`src/verilog/spoll_pkg.sv`:
```
// Constants for the self-polling channel and modulation controller
// ----------------------------------------------------------------
// How it works
// - Modulation code 00b is ASK, 01b is FSK, 10b is FSK while polling and ASK in either run.
// - On a wake-up while polling the demodulator switches to the run-state modulation as run_active rises.
// - Channel count bits 3:2 give one to three polled channels; slave mode uses one channel.
// - Polling scans up to three channels per set, each from that set's synthesizer register.
// - After a wake-up the found channel code reads 01b, 10b or 11b, and 00b before any.
// - Synthesizer registers hold R in bits 4:2 and S in bits 1:0 and read back as zero.
// - Entering run does modulation switch, frame-start wait, FIFO clear and writes, ID scan.
// - Frame start, message-identifier found and end of message raise maskable alerts.
// - Run is left on lost sync plus elapsed timeout, or when the host selects sleep or slave.
// - While in run, further frames are received and stored without a new wake-up.
// - The FIFO is cleared at run entry or at frame start, as configured.
// - After loading a channel the scan waits nine times 64 clock periods before searching.
// - Dual configuration enable in bit 2 scans set A then set B; clear means set A only.
// - Frame-start FIFO clear in bit 3 of the second mode register clears on frame start.
// - Timeout enable in bit 5 returns run to polling after a configured time without sync.
// ----------------------------------------------------------------
package spoll_pkg;
   // ----------------------------------------------------------------
   // Register indices, byte address is four times the index
   // ----------------------------------------------------------------
   localparam logic [7:0] IDX_MODE_CTRL0 = 8'h02;
   localparam logic [7:0] IDX_MODE_CTRL1 = 8'h03;
   localparam logic [7:0] IDX_ACT_CHAN = 8'h06;
   localparam logic [7:0] IDX_A_MOD = 8'h21;
   localparam logic [7:0] IDX_A_CH1 = 8'h22;
   localparam logic [7:0] IDX_A_CH2 = 8'h23;
   localparam logic [7:0] IDX_A_CH3 = 8'h24;
   localparam logic [7:0] IDX_B_MOD = 8'h42;
   localparam logic [7:0] IDX_B_CH1 = 8'h43;
   localparam logic [7:0] IDX_B_CH2 = 8'h44;
   localparam logic [7:0] IDX_B_CH3 = 8'h45;
   localparam logic [7:0] IDX_IRQ_STATUS = 8'h70;
   localparam logic [7:0] IDX_IRQ_MASK = 8'h71;
   // ----------------------------------------------------------------
   // Reset values
   // ----------------------------------------------------------------
   localparam logic [7:0] RST_MODE_CTRL0 = 8'h40;
   localparam logic [7:0] RST_MODE_CTRL1 = 8'h00;
   localparam logic [7:0] RST_MOD = 8'h04;
   localparam logic [7:0] RST_CH1 = 8'h29;
   localparam logic [7:0] RST_CH2 = 8'h08;
   localparam logic [7:0] RST_CH3 = 8'h0A;
   localparam logic [3:0] RST_IRQ_MASK = 4'h0;
   // ----------------------------------------------------------------
   // Field positions
   // ----------------------------------------------------------------
   localparam int BIT_MODE_SEL = 0;
   localparam int BIT_SLAVE_RX = 1;
   localparam int BIT_DUAL_CFG = 2;
   localparam int BIT_TIMEOUT_EN = 5;
   localparam int BIT_MID_SCAN_EN = 6;
   localparam int BIT_CYCLE_FIFO_CLR = 7;
   localparam int BIT_FS_FIFO_CLR = 3;
   localparam int IRQ_FRAME = 0;
   localparam int IRQ_MID = 1;
   localparam int IRQ_EOM = 2;
   localparam int IRQ_WAKE = 3;
   // ----------------------------------------------------------------
   // Modulation codes and timing
   // ----------------------------------------------------------------
   localparam logic [1:0] MOD_ASK = 2'h0;
   localparam logic [1:0] MOD_FSK = 2'h1;
   localparam logic [1:0] MOD_SWITCH = 2'h2;
   localparam int SETTLE_SYS_PERIODS = 9 * 64;
   localparam logic [9:0] SETTLE_CYCLES = 10'(SETTLE_SYS_PERIODS - 1);
   typedef enum logic [3:0] {
      ST_IDLE, ST_POWER, ST_INIT_LOOP, ST_SETTLE, ST_SEARCH, ST_STORE,
      ST_RUN_SYNC, ST_RUN_TSI, ST_RUN_MID, ST_RUN_DATA, ST_SLAVE
   } ctrl_state_t;
endpackage : spoll_pkg
```
`src/verilog/spoll_ctrl.sv`:
```
// Self-polling channel scan, modulation switch and run-state sequencer
//
// Decided for this implementation: register access over APB.
`timescale 1ns/1ps
module spoll_ctrl
   import spoll_pkg::*;
#(
   parameter logic [23:0] TIMEOUT_CYCLES = 24'h002710
) (
   // Clock and reset
   input wire logic pclk,
   input wire logic presetn,
   // APB slave
   input wire logic psel,
   input wire logic penable,
   input wire logic pwrite,
   input wire logic [11:0] paddr,
   input wire logic [31:0] pwdata,
   output logic [31:0] prdata,
   output logic pready,
   output logic pslverr,
   // Receiver datapath events
   input wire logic rx_run,
   input wire logic startup_done,
   input wire logic wakeup_found,
   input wire logic wakeup_miss,
   input wire logic sync_ok,
   input wire logic frame_start_detected,
   input wire logic mid_found,
   input wire logic mid_miss,
   input wire logic end_of_message,
   // Receiver control
   output logic demod_fsk,
   output logic [2:0] synth_r,
   output logic [1:0] synth_s,
   output logic synth_load,
   output logic wakeup_search_en,
   output logic mid_scan_start,
   output logic fifo_clear,
   output logic fifo_write_en,
   output logic run_active,
   output logic irq
);
   // ----------------------------------------------------------------
   // Registers
   // ----------------------------------------------------------------
   logic [7:0] mode0_q, mode1_q, a_mod_q, b_mod_q;
   logic [7:0] a_ch_q [3];
   logic [7:0] b_ch_q [3];
   logic [1:0] found_channel_code_q;
   logic [3:0] irq_status_q, irq_mask_q, irq_event;
   logic [31:0] prdata_q;
   logic pready_q, pslverr_q;
   ctrl_state_t state_q;
   logic [1:0] chan_q;
   logic cfg_b_q;
   logic [9:0] settle_q;
   logic [23:0] timeout_q;
   logic demod_fsk_q, synth_load_q, search_en_q, mid_start_q;
   logic fifo_clear_q, fifo_wr_q, run_q, irq_q;
   logic [2:0] synth_r_q;
   logic [1:0] synth_s_q;

   // ----------------------------------------------------------------
   // Bus decode
   // ----------------------------------------------------------------
   logic setup_ph, wr_acc;
   logic [7:0] idx;
   logic mapped;
   assign setup_ph = psel & ~penable;
   assign wr_acc = psel & penable & pready_q & pwrite & ~pslverr_q;
   assign idx = paddr[9:2];

   // Address map check, misaligned or unknown words are errors
   always_comb begin
      case (idx)
         IDX_MODE_CTRL0, IDX_MODE_CTRL1, IDX_ACT_CHAN, IDX_A_MOD, IDX_A_CH1,
         IDX_A_CH2, IDX_A_CH3, IDX_B_MOD, IDX_B_CH1, IDX_B_CH2, IDX_B_CH3,
         IDX_IRQ_STATUS, IDX_IRQ_MASK: mapped = (paddr[1:0] == 2'h0) & (paddr[11:10] == 2'h0);
         default: mapped = 1'b0;
      endcase
   end

   // Read mux, write-only registers read as zero
   logic [31:0] rd_val;
   always_comb begin
      rd_val = 32'h0000_0000;
      case (idx)
         IDX_ACT_CHAN: rd_val = {30'h0, found_channel_code_q};
         IDX_IRQ_STATUS: rd_val = {28'h0, irq_status_q};
         IDX_IRQ_MASK: rd_val = {28'h0, irq_mask_q};
         default: rd_val = 32'h0000_0000;
      endcase
   end

   // Answer in the access cycle right after setup, no wait states
   always_ff @(posedge pclk or negedge presetn) begin
      if (!presetn) begin
         pready_q <= 1'b0;
         pslverr_q <= 1'b0;
         prdata_q <= 32'h0000_0000;
      end else begin
         pready_q <= setup_ph;
         pslverr_q <= setup_ph & ~mapped;
         if (setup_ph && !pwrite && mapped) begin
            prdata_q <= rd_val;
         end else if (setup_ph) begin
            prdata_q <= 32'h0000_0000;
         end
      end
   end

   // Configuration registers
   // Only the low byte of each word is kept, bits 3:0 for the mask; upper write data is dropped on purpose
   always_ff @(posedge pclk or negedge presetn) begin
      if (!presetn) begin
         mode0_q <= RST_MODE_CTRL0;
         mode1_q <= RST_MODE_CTRL1;
         a_mod_q <= RST_MOD;
         b_mod_q <= RST_MOD;
         a_ch_q[0] <= RST_CH1;
         a_ch_q[1] <= RST_CH2;
         a_ch_q[2] <= RST_CH3;
         b_ch_q[0] <= RST_CH1;
         b_ch_q[1] <= RST_CH2;
         b_ch_q[2] <= RST_CH3;
         irq_mask_q <= RST_IRQ_MASK;
      end else if (wr_acc) begin
         case (idx)
            IDX_MODE_CTRL0: mode0_q <= pwdata[7:0];
            IDX_MODE_CTRL1: mode1_q <= pwdata[7:0];
            IDX_A_MOD: a_mod_q <= pwdata[7:0];
            IDX_B_MOD: b_mod_q <= pwdata[7:0];
            IDX_A_CH1: a_ch_q[0] <= pwdata[7:0];
            IDX_A_CH2: a_ch_q[1] <= pwdata[7:0];
            IDX_A_CH3: a_ch_q[2] <= pwdata[7:0];
            IDX_B_CH1: b_ch_q[0] <= pwdata[7:0];
            IDX_B_CH2: b_ch_q[1] <= pwdata[7:0];
            IDX_B_CH3: b_ch_q[2] <= pwdata[7:0];
            IDX_IRQ_MASK: irq_mask_q <= pwdata[3:0];
            default: ;
         endcase
      end
   end

   // ----------------------------------------------------------------
   // Derived configuration
   // ----------------------------------------------------------------
   logic polling, slave_run, dual_en, to_en, mid_en;
   logic [7:0] cur_mod, cur_ch;
   logic [1:0] channel_count, mt;
   assign polling = mode0_q[BIT_MODE_SEL];
   assign slave_run = ~mode0_q[BIT_MODE_SEL] & mode0_q[BIT_SLAVE_RX];
   assign dual_en = mode0_q[BIT_DUAL_CFG];
   assign to_en = mode0_q[BIT_TIMEOUT_EN];
   assign mid_en = mode0_q[BIT_MID_SCAN_EN];
   assign cur_mod = cfg_b_q ? b_mod_q : a_mod_q;
   assign cur_ch = cfg_b_q ? b_ch_q[chan_q] : a_ch_q[chan_q];
   assign mt = cur_mod[1:0];
   // Code 00b is below the minimum and is taken as one channel
   assign channel_count = (cur_mod[3:2] == 2'h0) ? 2'h1 : cur_mod[3:2];

   // Modulation per phase; the run phases see code 10b as ASK
   logic in_run, fsk_now;
   assign in_run = (state_q == ST_RUN_SYNC) | (state_q == ST_RUN_TSI) |
                   (state_q == ST_RUN_MID) | (state_q == ST_RUN_DATA) | (state_q == ST_SLAVE);
   assign fsk_now = (mt == MOD_FSK) | ((mt == MOD_SWITCH) & ~in_run);

   // ----------------------------------------------------------------
   // Scan and run sequencer
   // ----------------------------------------------------------------
   always_ff @(posedge pclk or negedge presetn) begin
      if (!presetn) begin
         state_q <= ST_IDLE;
         chan_q <= 2'h0;
         cfg_b_q <= 1'b0;
         settle_q <= 10'h000;
         timeout_q <= 24'h000000;
         found_channel_code_q <= 2'h0;
      end else if (!polling) begin
         // Sleep or slave leaves run at once, slave always uses set A channel 1
         state_q <= slave_run ? ST_SLAVE : ST_IDLE;
         chan_q <= 2'h0;
         cfg_b_q <= 1'b0;
      end else begin
         case (state_q)
            ST_IDLE, ST_SLAVE: begin
               cfg_b_q <= 1'b0;
               if (rx_run) begin
                  state_q <= ST_POWER;
               end else begin
                  state_q <= ST_IDLE;
               end
            end
            ST_POWER: if (startup_done) state_q <= ST_INIT_LOOP;
            ST_INIT_LOOP: begin
               chan_q <= 2'h0;
               settle_q <= SETTLE_CYCLES;
               state_q <= ST_SETTLE;
            end
            ST_SETTLE: begin
               settle_q <= settle_q - 10'h001;
               if (settle_q == 10'h000) state_q <= ST_SEARCH;
            end
            ST_SEARCH: begin
               if (wakeup_found) begin
                  state_q <= ST_STORE;
               end else if (wakeup_miss) begin
                  if ((chan_q + 2'h1) == channel_count) begin
                     // Last channel of this set, go on to set B if enabled
                     if (dual_en && !cfg_b_q) begin
                        cfg_b_q <= 1'b1;
                        state_q <= ST_INIT_LOOP;
                     end else begin
                        state_q <= ST_IDLE;
                     end
                  end else begin
                     chan_q <= chan_q + 2'h1;
                     settle_q <= SETTLE_CYCLES;
                     state_q <= ST_SETTLE;
                  end
               end
            end
            // One cycle here lets the found code and wake flag land before run starts
            ST_STORE: begin
               found_channel_code_q <= chan_q + 2'h1;
               timeout_q <= TIMEOUT_CYCLES;
               state_q <= ST_RUN_SYNC;
            end
            // Timeout counts only while sync is missing, and ends run only when enabled
            ST_RUN_SYNC: begin
               timeout_q <= (timeout_q == 24'h000000) ? timeout_q : timeout_q - 24'h000001;
               if (sync_ok) begin
                  state_q <= ST_RUN_TSI;
               end else if (to_en && timeout_q == 24'h000000) begin
                  state_q <= ST_IDLE;
               end
            end
            default: begin
               // Losing sync from any run phase falls back to the sync wait
               if (!sync_ok) begin
                  timeout_q <= TIMEOUT_CYCLES;
                  state_q <= ST_RUN_SYNC;
               end else begin
                  case (state_q)
                     ST_RUN_TSI: if (frame_start_detected) begin
                        state_q <= mid_en ? ST_RUN_MID : ST_RUN_DATA;
                     end
                     ST_RUN_MID: begin
                        if (mid_found) state_q <= ST_RUN_DATA;
                        else if (mid_miss) state_q <= ST_RUN_TSI;
                     end
                     ST_RUN_DATA: if (end_of_message) state_q <= ST_RUN_TSI;
                     default: state_q <= ST_IDLE;
                  endcase
               end
            end
         endcase
      end
   end

   // ----------------------------------------------------------------
   // Receiver control outputs, all registered
   // ----------------------------------------------------------------
   always_ff @(posedge pclk or negedge presetn) begin
      if (!presetn) begin
         demod_fsk_q <= 1'b0;
         synth_r_q <= 3'h0;
         synth_s_q <= 2'h0;
         synth_load_q <= 1'b0;
         search_en_q <= 1'b0;
         run_q <= 1'b0;
      end else begin
         // Follows the state, so the switch lands in the same cycle as run_active rises
         demod_fsk_q <= fsk_now;
         synth_r_q <= cur_ch[4:2];
         synth_s_q <= cur_ch[1:0];
         // A pulse per channel load; a set change loads twice, which is harmless
         synth_load_q <= (state_q == ST_INIT_LOOP) | ((state_q == ST_SEARCH) & wakeup_miss);
         search_en_q <= (state_q == ST_SEARCH) & ~wakeup_found & ~wakeup_miss;
         run_q <= in_run & (state_q != ST_SLAVE);
      end
   end

   // FIFO clear at run entry or frame start, writes from frame start to end of message
   always_ff @(posedge pclk or negedge presetn) begin
      if (!presetn) begin
         fifo_clear_q <= 1'b0;
         fifo_wr_q <= 1'b0;
         mid_start_q <= 1'b0;
      end else begin
         fifo_clear_q <= ((state_q == ST_STORE) & mode0_q[BIT_CYCLE_FIFO_CLR]) |
                         ((state_q == ST_RUN_TSI) & frame_start_detected & sync_ok &
                          mode1_q[BIT_FS_FIFO_CLR]);
         fifo_wr_q <= ((state_q == ST_RUN_MID) | (state_q == ST_RUN_DATA)) & sync_ok &
                      ~end_of_message & polling;
         mid_start_q <= (state_q == ST_RUN_TSI) & frame_start_detected & sync_ok &
                        mid_en & polling;
      end
   end

   // ----------------------------------------------------------------
   // Interrupts
   // ----------------------------------------------------------------
   always_comb begin
      irq_event = 4'h0;
      irq_event[IRQ_FRAME] = (state_q == ST_RUN_TSI) & frame_start_detected & sync_ok;
      irq_event[IRQ_MID] = (state_q == ST_RUN_MID) & mid_found & sync_ok;
      irq_event[IRQ_EOM] = (state_q == ST_RUN_DATA) & end_of_message & sync_ok;
      irq_event[IRQ_WAKE] = (state_q == ST_STORE);
   end

   // Sticky status, write one to clear; a new event beats a clear
   // The irq line lags status by one cycle, the price of driving it from a flip-flop
   always_ff @(posedge pclk or negedge presetn) begin
      if (!presetn) begin
         irq_status_q <= 4'h0;
         irq_q <= 1'b0;
      end else begin
         if (wr_acc && idx == IDX_IRQ_STATUS) begin
            irq_status_q <= (irq_status_q & ~pwdata[3:0]) | irq_event;
         end else begin
            irq_status_q <= irq_status_q | irq_event;
         end
         irq_q <= |(irq_status_q & irq_mask_q);
      end
   end

   // ----------------------------------------------------------------
   // Output drive
   // ----------------------------------------------------------------
   assign prdata = prdata_q;
   assign pready = pready_q;
   assign pslverr = pslverr_q;
   assign demod_fsk = demod_fsk_q;
   assign synth_r = synth_r_q;
   assign synth_s = synth_s_q;
   assign synth_load = synth_load_q;
   assign wakeup_search_en = search_en_q;
   assign mid_scan_start = mid_start_q;
   assign fifo_clear = fifo_clear_q;
   assign fifo_write_en = fifo_wr_q;
   assign run_active = run_q;
   assign irq = irq_q;
endmodule : spoll_ctrl

```
`config.mk`:
```
export PLATFORM = sky130hd
export DESIGN_NAME = spoll_ctrl
export DESIGN_NICKNAME = d
export VERILOG_FILES = /design/src/verilog/spoll_pkg.sv /design/src/verilog/spoll_ctrl.sv
export SDC_FILE = /design/constraint.sdc
export NUM_CORES = 1
export LEC_CHECK = 0
export BUFFER_PORTS_ARGS = -buffer_cell sky130_fd_sc_hd__clkbuf_2
export CAP_MARGIN = 20
export CORE_UTILIZATION = 45
export DETAILED_ROUTE_END_ITERATION = 10
export PLACE_DENSITY = 0.73
export SETUP_SLACK_MARGIN = 0.5
export SYNTH_ARGS = -nofsm -noshare
export SYNTH_HDL_FRONTEND = slang
export SYNTH_SLANG_ARGS = --single-unit
```
`constraint.sdc`:
```
create_clock -name pclk -period 4.6 [get_ports pclk]
set_clock_uncertainty 0.05 [all_clocks]
set_input_delay 0.46 -clock pclk [delete_from_list [all_inputs] [get_ports pclk]]
set_output_delay 0.46 -clock pclk [all_outputs]
set_load 0.01 [all_outputs]
```
After elaboration in Yosys (flattened, before gate mapping)
Index checks and enable logic that the tools add are counted.
Operators by class
  equal/unequal tests: 46
  div/mod/pow operators: 0
  bitwise operators: 49
  multipliers: 0
  add/sub/neg operators: 3
  reductions and logical operators: 36
  $lt $le $gt $ge: 1
  shift-type cells: 0
  muxes and demuxes: 51
Operators with widths (count)
  $pmux W24 S3: 1
  $mux W32: 2
  $mux W4: 16
  $eq A8 B7 Y1 const B: 6
  $mux W24: 2
  $bmux W8 S2: 2
  $eq A8 B6 Y1 const B: 4
  $mux W10: 3
  $pmux W10 S3: 1
  $pmux W4 S7: 1
  $and A1 B1 Y1: 26
  $mux W5: 5
  $logic_not A24 Y1: 1
  $pmux W4 S3: 2
  $reduce_and A2 Y1: 12
  $sub A24 B1 Y24 const B: 1
  $ne A11 B8 Y1 const B: 2
  $ne A3 B3 Y1 const B: 7
  $eq A4 B3 Y1 const B: 4
  $eq A8 B2 Y1 const B: 2
  $reduce_or A13 Y1: 1
  $eq A4 B4 Y1 const B: 3
  $mux W2: 6
  $ne A12 B9 Y1 const B: 1
  35 further kinds: 75
Word-level totals
  input port bits: 58
  bits in latches: 0
  output and inout bits: 47
  memories: 0
  register bits: 166
  logic and storage cells: 217
  bits in writable memories: 0
  memory bits (read-only): 0

Depth between registers and ports, before layout
Gate-level depths: netlist of run 1.
  word-level depth: 9
  mapped depth: 9
  depth with buffers taken out: 8

Worst setup path after synthesis of run 1
Ideal clock, no wire load.
  kind: reg-to-reg
  from: register timeout_q[0]
  to: register timeout_q[9]
  slack: 1.762 ns
  data required time: 4.414 ns
  stages on the path, launching flop included: 10
  setup time: 0.136 ns
  arrival time: 2.651 ns
  path buffers: 1
  period minus slack after synthesis: 2.838 ns
  cells stage by stage: dfrtp_1 > inv_1 > ha_1 > or4b_2 > nor4_1 > nand3_1 > nand3b_1 > clkbuf_1 > nor3_1 > or3b_2
On the way
  word-level cells in the longest chain between the ends: 3
  elaborated cells on any way between the ends: 6
RTL lines
  start, declared: line spoll_ctrl.sv:58  | logic [23:0] timeout_q;
  start signal, assigned: line spoll_ctrl.sv:232  | timeout_q <= (timeout_q == 24'h000000) ? timeout_q : timeout_q - 24'h000001;
  $sub A24 B1 Y24 / $logic_not A24 Y1 (equally long branches): line spoll_ctrl.sv:232
  $mux W24 / $ne A2 B2 Y1 (equally long branches)
  $pmux W24 S3 / $reduce_and A4 Y1 (equally long branches)
Several ways; a longest one is shown, not always the timed one. The select of a mux whose other input is x is not followed.
A chain may end at the register's enable or synchronous reset.

Worst setup path after layout of run 1
  from: register state_q[1]
  to: register timeout_q[9]
On the way
  word-level cells in the longest chain between the ends: 4
  elaborated cells on any way between the ends: 14
RTL lines
  start, declared: line spoll_ctrl.sv:54  | ctrl_state_t state_q;
  start signal, assigned: line spoll_ctrl.sv:182  | state_q <= slave_run ? ST_SLAVE : ST_IDLE;
  start signal, assigned: line spoll_ctrl.sv:247  | state_q <= mid_en ? ST_RUN_MID : ST_RUN_DATA;
  $eq A4 B4 Y1, or another cell as far along: line spoll_ctrl.sv:186  | case (state_q)
  $reduce_or A6 Y1 (no line)
  $not A1 Y1 (no line)
  $reduce_and A4 Y1 (no line)
Several ways; a longest one is shown, not always the timed one.

==> results.txt, run 1 <==
Layout Nets - 702
CORE AREA - 13200 um^2
slew margin rel. - 0.285
Vias/cell - 5.69
drt drc - 0
Power Density - 355 nW/um^2
Post-synth EDFFs - 0
Tcrit/Tclk final - 0.731
initial antenna violation count - 0
Crit Reg-Reg Startpoint - state_q[1]
antenna diode count - 0
synth warn - 0
critical path launch point - state_q[1]
number of global-route vias before repair - 4562
CTS Buf Count - 17
Post-CTS Setup Bufs - 0
# resized after CTS - 0
Post-Syn Area - 6110 um^2
die area - 14000 um^2
max incr delay on CP - 0.78 ns
Slew Limit Fails - 0
class of the most critical setup path - register to register
CP max FO - 24
crit path to - timeout_q[9]
first-iteration detailed-routing DRC count - 474
Final Hold Slack - 0.137 ns
logic depth of the worst path, buffers included - 6
max-cap viol count - 0
GP Congestion - 0.897
routed via count - 4713
sequential area share after synthesis - 0.474
largest net degree at the start of global routing - 79
final setup fails - 0
Peak Freq - 298 MHz
htree depth - 4
Starting Density - 0.461
hold_buf cts - 0
slowest CP cell - nor4_1
Die W - 118 um
unrepaired setup endpoints after global routing - false
final worst slack - 1.24 ns
DP Worst Slack - 1.31 ns
worst r2r dst - timeout_q[9]
Setup crit end kind - register
number of detailed-route iterations in the first pass - 5
Core Util, Final - 0.531
clock sink count - 115
crit path time final - 3.36 ns
port bufs - 52
global-route wire length before repair - 22.5 mm
final hold violations - 0
Arrival @ worst endpoint - 3.59 ns
Cell Rows - 42
startpoint types - register
syn_area_per_cell - 10.2 um^2
HP Class - primary input to asynchronous set/reset pin
delay-heaviest family, CP - simple AND/OR/NAND/NOR gates
R2R setup slack - 1.24 ns
most common cell after layout, fill and taps aside - dfrtp_1
Yosys reg bits - 115
Die Ht - 118 um
Area Growth Syn to Fin - 15.2%
CTS tree - yes
antenna viol nets, final - 0
Longest Clk Path Bufs - 2
most frequent cells in the layout - dfrtp_1 (102), nand2_1 (54), mux2_2 (53)
critical path, cell by cell - or2_2, a21oi_1, nor4_1, nand3b_1, o21ai_0, or3b_2
# IOs - 105
clock-pin slew on the worst setup and hold paths - 0.06 ns
CP required - 4.83 ns
worst skew pair latency - 0.41 ns
post-route setup TNS - 0 ns
Slew @ Worst Pin - 1.06 ns
Post-Syn Instances - 597
library cells used by synthesis - 61
Worst Path Buf+Inv - 0
CTS root buf - clkbuf_16
GRT Resource Usage Total - 0.201
layout cells sized above 1 - 0.277
wire per inst - 16.0 um
Leak Pwr - 3.12 nW
reg2reg path depth - 6
status - completed
global route overflow - 0
asr flop ratio synth - 1.00
top_reg_cell synth - dfrtp_1
final WL - 13.3 mm
Detailed Place HPWL - 9.28 mm
Peak VDD IR - 295 uV
==> worst min path at each step <==
stage	startpoint	end	cells after the start
finish	presetn	settle_q[3]	1
global route	end_of_message	fifo_write_en	2
CTS	end_of_message	fifo_write_en	2
detailed placement	prdata[1]	prdata[1]	2
global placement	prdata[0]	prdata[0]	2
floorplan	presetn	a_ch_q[0]	0
==> worst reg2reg max path: cells and delay by family, from the launching register on <==
family | cells | cell delay (ns)
and+or+nand+nor | 4 | 1.96
DFF | 1 | 0.77
AOI/OAI and AO/OA | 2 | 0.44
==> layout make-up <==
type,instances,area [um^2]
well taps,176,220
clock buffers,18,429
fillers,1128,6210
repair buffers,57,300
clock inverters,14,204
inverters,15,56.3
multi-input cells,434,2930
flip-flops and latches,115,2890
==> synth_stat cells (all sizes together), types with 8 or more instances <==
library cell  instances  area (um^2)
nand2                54          203
or4                   9         76.3
nor4                 14         87.6
clkbuf               28          105
nor3                 14         70.1
or3                  19          124
buf                  32          228
dfrtp               102         2550
nor2                 28          105
nand2b                9         56.3
nand3                15         75.1
dfstp                13          342
nor2b                 9         56.3
xor2                  8         70.1
a21oi                22          110
inv                  15         56.3
o21ai                33          165
mux2                 53          597
==> kinds of logic (layout without fill, tap and decap cells) <==
| group | Yosys count | count (layout) | share of synthesized area |
|---|---|---|---|
| other | 1 | 28 | 0.000614 |
| AO/OA/AOI/OAI | 123 | 123 | 0.133 |
| AND/OR/NAND/NOR | 205 | 205 | 0.180 |
| adder cells (fa/ha/maj) | 4 | 4 | 0.00820 |
| flip-flops | 115 | 115 | 0.474 |
| XOR/XNOR | 9 | 9 | 0.0129 |
| multiplexers | 65 | 65 | 0.128 |
| buffers and inverters | 75 | 104 | 0.0637 |
==> metal layers <==
layer	track usage	routed length (um)	up-vias
met5	0	0	-
met4	0.0807	116	0
li1	-	-	2214
met1	0.267	6040	2348
met3	0.0343	475	11
met2	0.325	6650	140
==> flip-flops by register name, indices dropped and copies added (netlist names), 2 cells and up <==
name and count:
timeout_q 24, a_ch_q 15, b_ch_q 15, settle_q 10, mode0_q 6, a_mod_q 4
b_mod_q 4, irq_mask_q 4, irq_status_q 4, prdata 4, state_q 4, synth_r 3
chan_q 2, found_channel_code_q 2, synth_s 2
==> power by group <==
part | leakage, nW | total, mW | switching (mW) | internal [mW]
Combinational | 1.30 | 0.0813 | 0.0602 | 0.0211
Clock | 0.298 | 1.40 | 0.481 | 0.914
Sequential | 1.52 | 1.02 | 0.00274 | 1.02
Total | 3.12 | 2.50 | 0.544 | 1.95
==> per-stage QoR <==
step	cell area (um^2)	std cells	total power [mW]
5_1_grt	7040	829	2.57
3_5_place_dp	6400	797	1.12
4_1_cts	7040	829	2.51
6_report	7040	829	2.50
2_1_floorplan	6210	624	1.09
3_3_place_gp	6400	797	1.12
Note: power is estimated with default switching activity, not from simulation.
==> inputs of run 2 (changes only) <==
==> constraint.sdc (replaced) <==
create_clock -name pclk -period 3.3 [get_ports pclk]
set_clock_uncertainty 0.05 [all_clocks]
set_input_delay 0.33 -clock pclk [delete_from_list [all_inputs] [get_ports pclk]]
set_output_delay 0.33 -clock pclk [all_outputs]
set_load 0.01 [all_outputs]
==> run 2 against run 1 <==
  * Utilization rose by 1.3 points
  * Die area stayed put
  * Highest routed layer unchanged
  * Non-clock buffer count rose by 20
  * Setup slack worse by 0.69 ns
  * Critical path depth stayed put
  * Largest cell class unchanged
  * Global-route usage grew 0.37 points
  * Sequential power grew 39%
  * Routed wire length increased by 3.4%
  * Count of clock-buffer cells in the layout stayed put
  * First-iteration DRC count grew 13%
==> results.txt, run 2 (synthesized netlist as in run 1, its figures left out) <==
GRT Max-Usage Layer - met2
CTS tree - yes
worst skew pair latency - 0.42 ns (about the same)
slowest CP cell - or4_4
Detailed Place HPWL - 9.23 mm (-0.63%)
Die Ht - 118 um (unchanged)
Leak Pwr - 3.21 nW (+3.0%)
most frequent cells in the layout - dfrtp_1 (99), nand2_1 (54), mux2_2 (53)
Tcrit/Tclk final - 0.834 (+0.104)
drt drc - 0 (unchanged)
FF/Latch Area - 2900 um^2 (+0.13%)
Layout fillers - 1095 (-2.9%)
final worst slack - 0.546 ns (-0.693 ns)
Area Growth Syn to Fin - 18.1%
critical path, cell by cell - or4_4, or4_4, or3_4, or3_1, or3_1, a21oi_2
global-route wire length before repair - 22.9 mm (+1.8%)
met2 Track Usage GR - 0.344 (+0.0191)
Vias/cell - 5.72 (+0.67%)
delay-heaviest family, CP - simple AND/OR/NAND/NOR gates
HP Start - end_of_message
Longest Clk Path Bufs - 2 (unchanged)
GRT Resource Usage Total - 0.204 (+0.00369)
GP Congestion - 0.909 (+1.4%)
unrepaired setup endpoints after global routing - true
largest net degree at the start of global routing - 39 (-51%)
global route overflow - 0 (unchanged)
GR Util met3 - 0.0381 (+0.00386)
register bank with the most flops - timeout_q
most common cell after layout, fill and taps aside - dfrtp_1
CORE AREA - 13200 um^2 (unchanged)
clock-pin slew on the worst setup and hold paths - 0.06 ns (about the same)
number of global-route vias before repair - 4729 (+3.7%)
Layout Nets - 722 (+2.8%)
number of detailed-route iterations in the first pass - 7 (+2)
hold endpoint - fifo_write_en
R2R setup slack - 0.55 ns (-0.69 ns)
htree depth - 4 (unchanged)
Peak VDD IR - 346 uV (+17%)
placed cells - 809 (+1.5%)
Setup crit end kind - register
initial antenna violation count - 0 (unchanged)
CP max FO - 7 (-71%)
crit path time final - 2.75 ns (-0.607 ns)
wire per inst - 16.2 um (+1.0%)
port bufs - 52 (unchanged)
Cell Rows - 42 (unchanged)
slew margin rel. - 0.424 (+0.139)
DP Worst Slack - 0.388 ns (-0.924 ns)
Power Density - 474 nW/um^2 (+34%)
Hold Path Stages - 2
max-cap viol count - 0 (unchanged)
area of the multi-input gates - 2970 um^2 (+1.5%)
Final Hold Slack - 0.0535 ns (-0.0832 ns)
first-iteration detailed-routing DRC count - 535 (+13%)
status - completed
Slew @ Worst Pin - 0.856 ns (-0.206 ns)
max incr delay on CP - 0.54 ns (-0.24 ns)
Slew Limit Fails - 0 (unchanged)
CP required - 3.59 ns (-1.24 ns)
layout cells sized above 1 - 0.312 (+0.0349)
# IOs - 105 (unchanged)
CTS root buf - clkbuf_16
Crit Reg-Reg Startpoint - timeout_q[14]
antenna viol nets, final - 0 (unchanged)
GR Util met1 - 0.264 (-0.00348)
final hold violations - 0 (unchanged)
HP Class - primary input to register
antenna diode count - 0 (unchanged)
die area - 14000 um^2 (unchanged)
max reg flops - 24 (unchanged)
CTS Buf Count - 17 (unchanged)
final WL - 13.7 mm (+3.4%)
clock sink count - 115 (unchanged)
Starting Density - 0.461 (unchanged)
startpoint types - register
reg2reg path depth - 6 (unchanged)
Arrival @ worst endpoint - 3.05 ns (-0.54 ns)
class of the most critical setup path - register to register
post-route setup TNS - 0 ns (unchanged)
Peak Freq - 363 MHz (+22%)
top flop regs - timeout_q x24, a_ch_q x15, b_ch_q x15
routed via count - 4859 (+3.1%)
final setup fails - 0 (unchanged)
Worst Path Buf+Inv - 0 (unchanged)
worst r2r dst - timeout_q[22]
Die W - 118 um (unchanged)
final std cells w/o fill - 849 (+2.4%)
## run 2: changes by cell type in the layout (fill, tap and decap cells not counted), sizes merged
cell         previous run  this run
buf                     6        25
bufinv                  4         3
clkinvlp                3         4
dlygate4sd3             0         1
## run 2: area by class of cell
cell class	instances	area share
Clock buffer	18	0.0595
Inverter	15	0.00781
Sequential cell	115	0.402
Clock inverter	14	0.0246
Tap cell	176	0.0306
Timing Repair Buffer	77	0.0628
Multi-Input combinational cell	434	0.413
## run 2: layer usage
metal,share of wire,up-vias
li1,-,2267
met1,0.43,2411
met2,0.51,158
met3,0.043,23
met4,0.015,0
met5,0,-
## run 2: worst reg2reg max path, delay by kind of cell, from the launching register on
kind	cells	cell delay, ns
AO/OA/AOI/OAI	1	0.13
flip-flops	1	0.38
AND/OR/NAND/NOR	5	2.11
## run 2: power breakdown
part / leakage (nW) / internal (mW) / switching, mW
clock network: 0.284 / 1.19 / 0.688
registers: 1.51 / 1.42 / 0.00366
logic: 1.41 / 0.0321 / 0.0857
total: 3.21 / 2.64 / 0.777
## run 2: how the worst max path moves through the flow
| stage | from | end | cells after the start |
|---|---|---|---|
| floorplan | timeout_q[10] | timeout_q[21] | 7 |
| global placement | timeout_q[10] | timeout_q[22] | 6 |
| detailed placement | timeout_q[8] | timeout_q[23] | 5 |
| CTS | timeout_q[8] | timeout_q[23] | 5 |
| global route | timeout_q[0] | timeout_q[22] | 10 |
| finish | timeout_q[14] | timeout_q[22] | 6 |
## run 2: timing repair
item                                    4_1_cts  5_1_grt
hold endpoints to repair                     30        0
pin swaps                                     1        2
buffers inserted                              3        4
hold buffers                                  1        0
resized for setup                             2        9
endpoints found under the setup margin        4       14
## run 2: per-stage QoR
stage | util | total power [mW] | instance area (um^2)
2_1_floorplan | - | 1.51 | 6210
3_3_place_gp | 0.490 | 1.56 | 6490
3_5_place_dp | 0.490 | 1.56 | 6490
4_1_cts | 0.539 | 3.44 | 7140
5_1_grt | 0.544 | 3.51 | 7210
6_report | 0.544 | 3.42 | 7210
==> inputs of run 3 (changes only) <==
==> constraint.sdc (replaced) <==
create_clock -name pclk -period 2.9 [get_ports pclk]
set_clock_uncertainty 0.05 [all_clocks]
set_input_delay 0.29 -clock pclk [delete_from_list [all_inputs] [get_ports pclk]]
set_output_delay 0.29 -clock pclk [all_outputs]
set_load 0.01 [all_outputs]
==> run 3 against run 2 <==
  * Utilization rose by 2.0 points
  * Register-to-register slack got worse by 0.34 ns
  * Cell count rose by 1.6%
  * Sequential cell count did not move
  * First-iteration DRC count rose by 6.5%
  * Sequential power rose by 14%
  * Setup slack got worse by 0.34 ns
  * Via count rose by 3.9%
  * Fmax rose by 2.4%
  * Non-clock buffer count rose by 14
  * Global-route usage rose by 1.6 points
  * Largest power group unchanged
  * Clock power rose by 23%
  * Critical path type unchanged
==> results.txt, run 3 (synthesized netlist as in run 1, its figures left out) <==
highest metal used - met4
net switching power - 854 uW (+9.8%)
layout cells sized above 1 - 0.345 (+0.0329)
port bufs - 52 (unchanged)
top flop regs - timeout_q x24, a_ch_q x15, b_ch_q x15
HP Class - primary input to register
Die W - 118 um (unchanged)
antenna viol nets, final - 0 (unchanged)
slew margin rel. - 0.454 (+0.0298)
Layout Nets - 736 (+1.9%)
final setup fails - 0 (unchanged)
most common cell after layout, fill and taps aside - dfrtp_1
GRT Resource Usage Total - 0.220 (+0.0161)
Slew @ Worst Pin - 0.812 ns (-0.0442 ns)
status - completed
Power Density - 545 nW/um^2 (+15%)
Peak VDD IR - 461 uV (+33%)
CP max FO - 3 (-4)
Vias/cell - 5.85 (+2.2%)
max incr delay on CP - 0.55 ns (about the same)
class of the most critical setup path - register to register
DR WL met2 - 7.66 mm (+9.1%)
drt drc - 0 (unchanged)
Arrival @ worst endpoint - 2.98 ns (-0.07 ns)
Cell Rows - 42 (unchanged)
post-route setup TNS - 0 ns (unchanged)
Clock power frac - 0.570 (+0.020)
final hold violations - 0 (unchanged)
htree depth - 4 (unchanged)
Metal-1 WL - 6.34 mm (+7.0%)
Longest Clk Path Bufs - 2 (unchanged)
die area - 14000 um^2 (unchanged)
register bank with the most flops - timeout_q
startpoint types - register
Setup crit end kind - register
CP required - 3.19 ns (-0.40 ns)
CTS tree - yes
CORE AREA - 13200 um^2 (unchanged)
clock sink count - 115 (unchanged)
CTS Buf Count - 17 (unchanged)
Tcrit/Tclk final - 0.928 (+0.0932)
Peak Freq - 372 MHz (+2.4%)
number of detailed-route iterations in the first pass - 5 (-2)
global route overflow - 0 (unchanged)
Comb pwr share - 0.033 (about the same)
CTS root buf - clkbuf_16
delay-heaviest family, CP - simple AND/OR/NAND/NOR gates
number of global-route vias before repair - 4912 (+3.9%)
Hold Path Stages - 2 (unchanged)
max reg flops - 24 (unchanged)
logic depth of the worst path, buffers included - 6 (unchanged)
first-iteration detailed-routing DRC count - 570 (+6.5%)
Leak Pwr - 3.33 nW (+3.8%)
global-route wire length before repair - 24.3 mm (+5.8%)
clock-pin slew on the worst setup and hold paths - 0.05 ns (about the same)
Detailed Place HPWL - 9.62 mm (+4.3%)
routed wl met3 - 679 um (+15%)
Worst Path Buf+Inv - 0 (unchanged)
Die Ht - 118 um (unchanged)
final WL - 15.0 mm (+8.9%)
unrepaired setup endpoints after global routing - true
GP Congestion - 0.930 (+2.3%)
reg2reg path depth - 6 (unchanged)
Starting Density - 0.461 (unchanged)
Int Pwr - 3.22 mW (+22%)
antenna diode count - 0 (unchanged)
most frequent cells in the layout - dfrtp_1 (97), nand2_1 (54), mux2_2 (53)
Area Growth Syn to Fin - 22.5%
wire per inst - 17.3 um (+7.1%)
initial antenna violation count - 0 (unchanged)
critical path, cell by cell - or4_4, or4_4, or3_4, or3_4, or3_1, a21oi_1
worst skew pair latency - 0.42 ns (about the same)
slowest CP cell - or4_4
routed via count - 5048 (+3.9%)
# IOs - 105 (unchanged)
Net Sw Frac - 0.210 (-0.0178)
Core Util, Final - 0.565 (+0.0203)
Sequential Power Share - 0.397 (-0.018)
crit path time final - 2.69 ns (-0.0636 ns)
Slew Limit Fails - 0 (unchanged)
max-cap viol count - 0 (unchanged)
largest net degree at the start of global routing - 66 (+69%)
-- run 3: layer usage --
metal,vias up,track usage
met5,-,0
met4,0,0.0973
met3,31,0.0396
met2,196,0.369
met1,2532,0.279
li1,2289,-
-- run 3: worst reg2reg max path, delay by kind of cell (launching register included) --
kind             cells  cell delay (ns)
flip-flops           1             0.39
AND/OR/NAND/NOR      5             2.06
AO/OA/AOI/OAI        1             0.12
-- run 3: power groups by stage --
stage	Clock, mW	Sequential (mW)	Combinational [mW]
3_3_place_gp	0	1.64	0.128
4_1_cts	2.35	1.62	0.135
2_1_floorplan	0	1.64	0.0796
5_1_grt	2.43	1.62	0.150
6_report	2.32	1.62	0.135
3_5_place_dp	0	1.64	0.132
-- run 3: what timing repair did --
item | in CTS | in global routing
gates resized for setup | 23 | 14
cloned | 1 | 0
hold buffers | 1 | 0
endpoints found under the hold margin | 44 | 0
buffers inserted | 11 | 6
endpoints found under the setup margin | 21 | 25
pin swaps | 9 | 5
-- run 3: worst paths after layout --
check | from | endpoint | slack, ns
worst max-delay path | timeout_q[14] | timeout_q[22] | 0.21
min in group asynchronous | presetn | settle_q[3] | 0.40
worst max register to register | timeout_q[14] | timeout_q[22] | 0.21
max in group asynchronous | presetn | b_mod_q[2] | 1.58
worst min register to register | prdata[0] | prdata[0] | 0.43
worst min-delay path | end_of_message | fifo_write_en | 0.01
-- run 3: stage by stage --
step | total power [mW] | setup slack (ns) | instance area, um^2 | std cells | hold slack (ns)
global placement | 1.77 | 0.121 | 6550 | 812 | 0.293
floorplan | 1.72 | 0.165 | 6230 | 624 | -0.0556
detailed placement | 1.78 | 0.0675 | 6550 | 812 | 0.312
global route | 4.20 | 0.175 | 7480 | 863 | 0.0240
finish | 4.07 | 0.210 | 7480 | 863 | 0.0123
CTS | 4.10 | 0.246 | 7400 | 857 | 0.00494
-- run 3: cell type report --
class                   instances  area (um^2)
well taps                     176          220
multi-input cells             434         3050
flip-flops and latches        115         2900
inverters                      15         56.3
repair buffers                 91          587
clock buffers                  20          457
fillers                      1050         5770
clock inverters                12          204
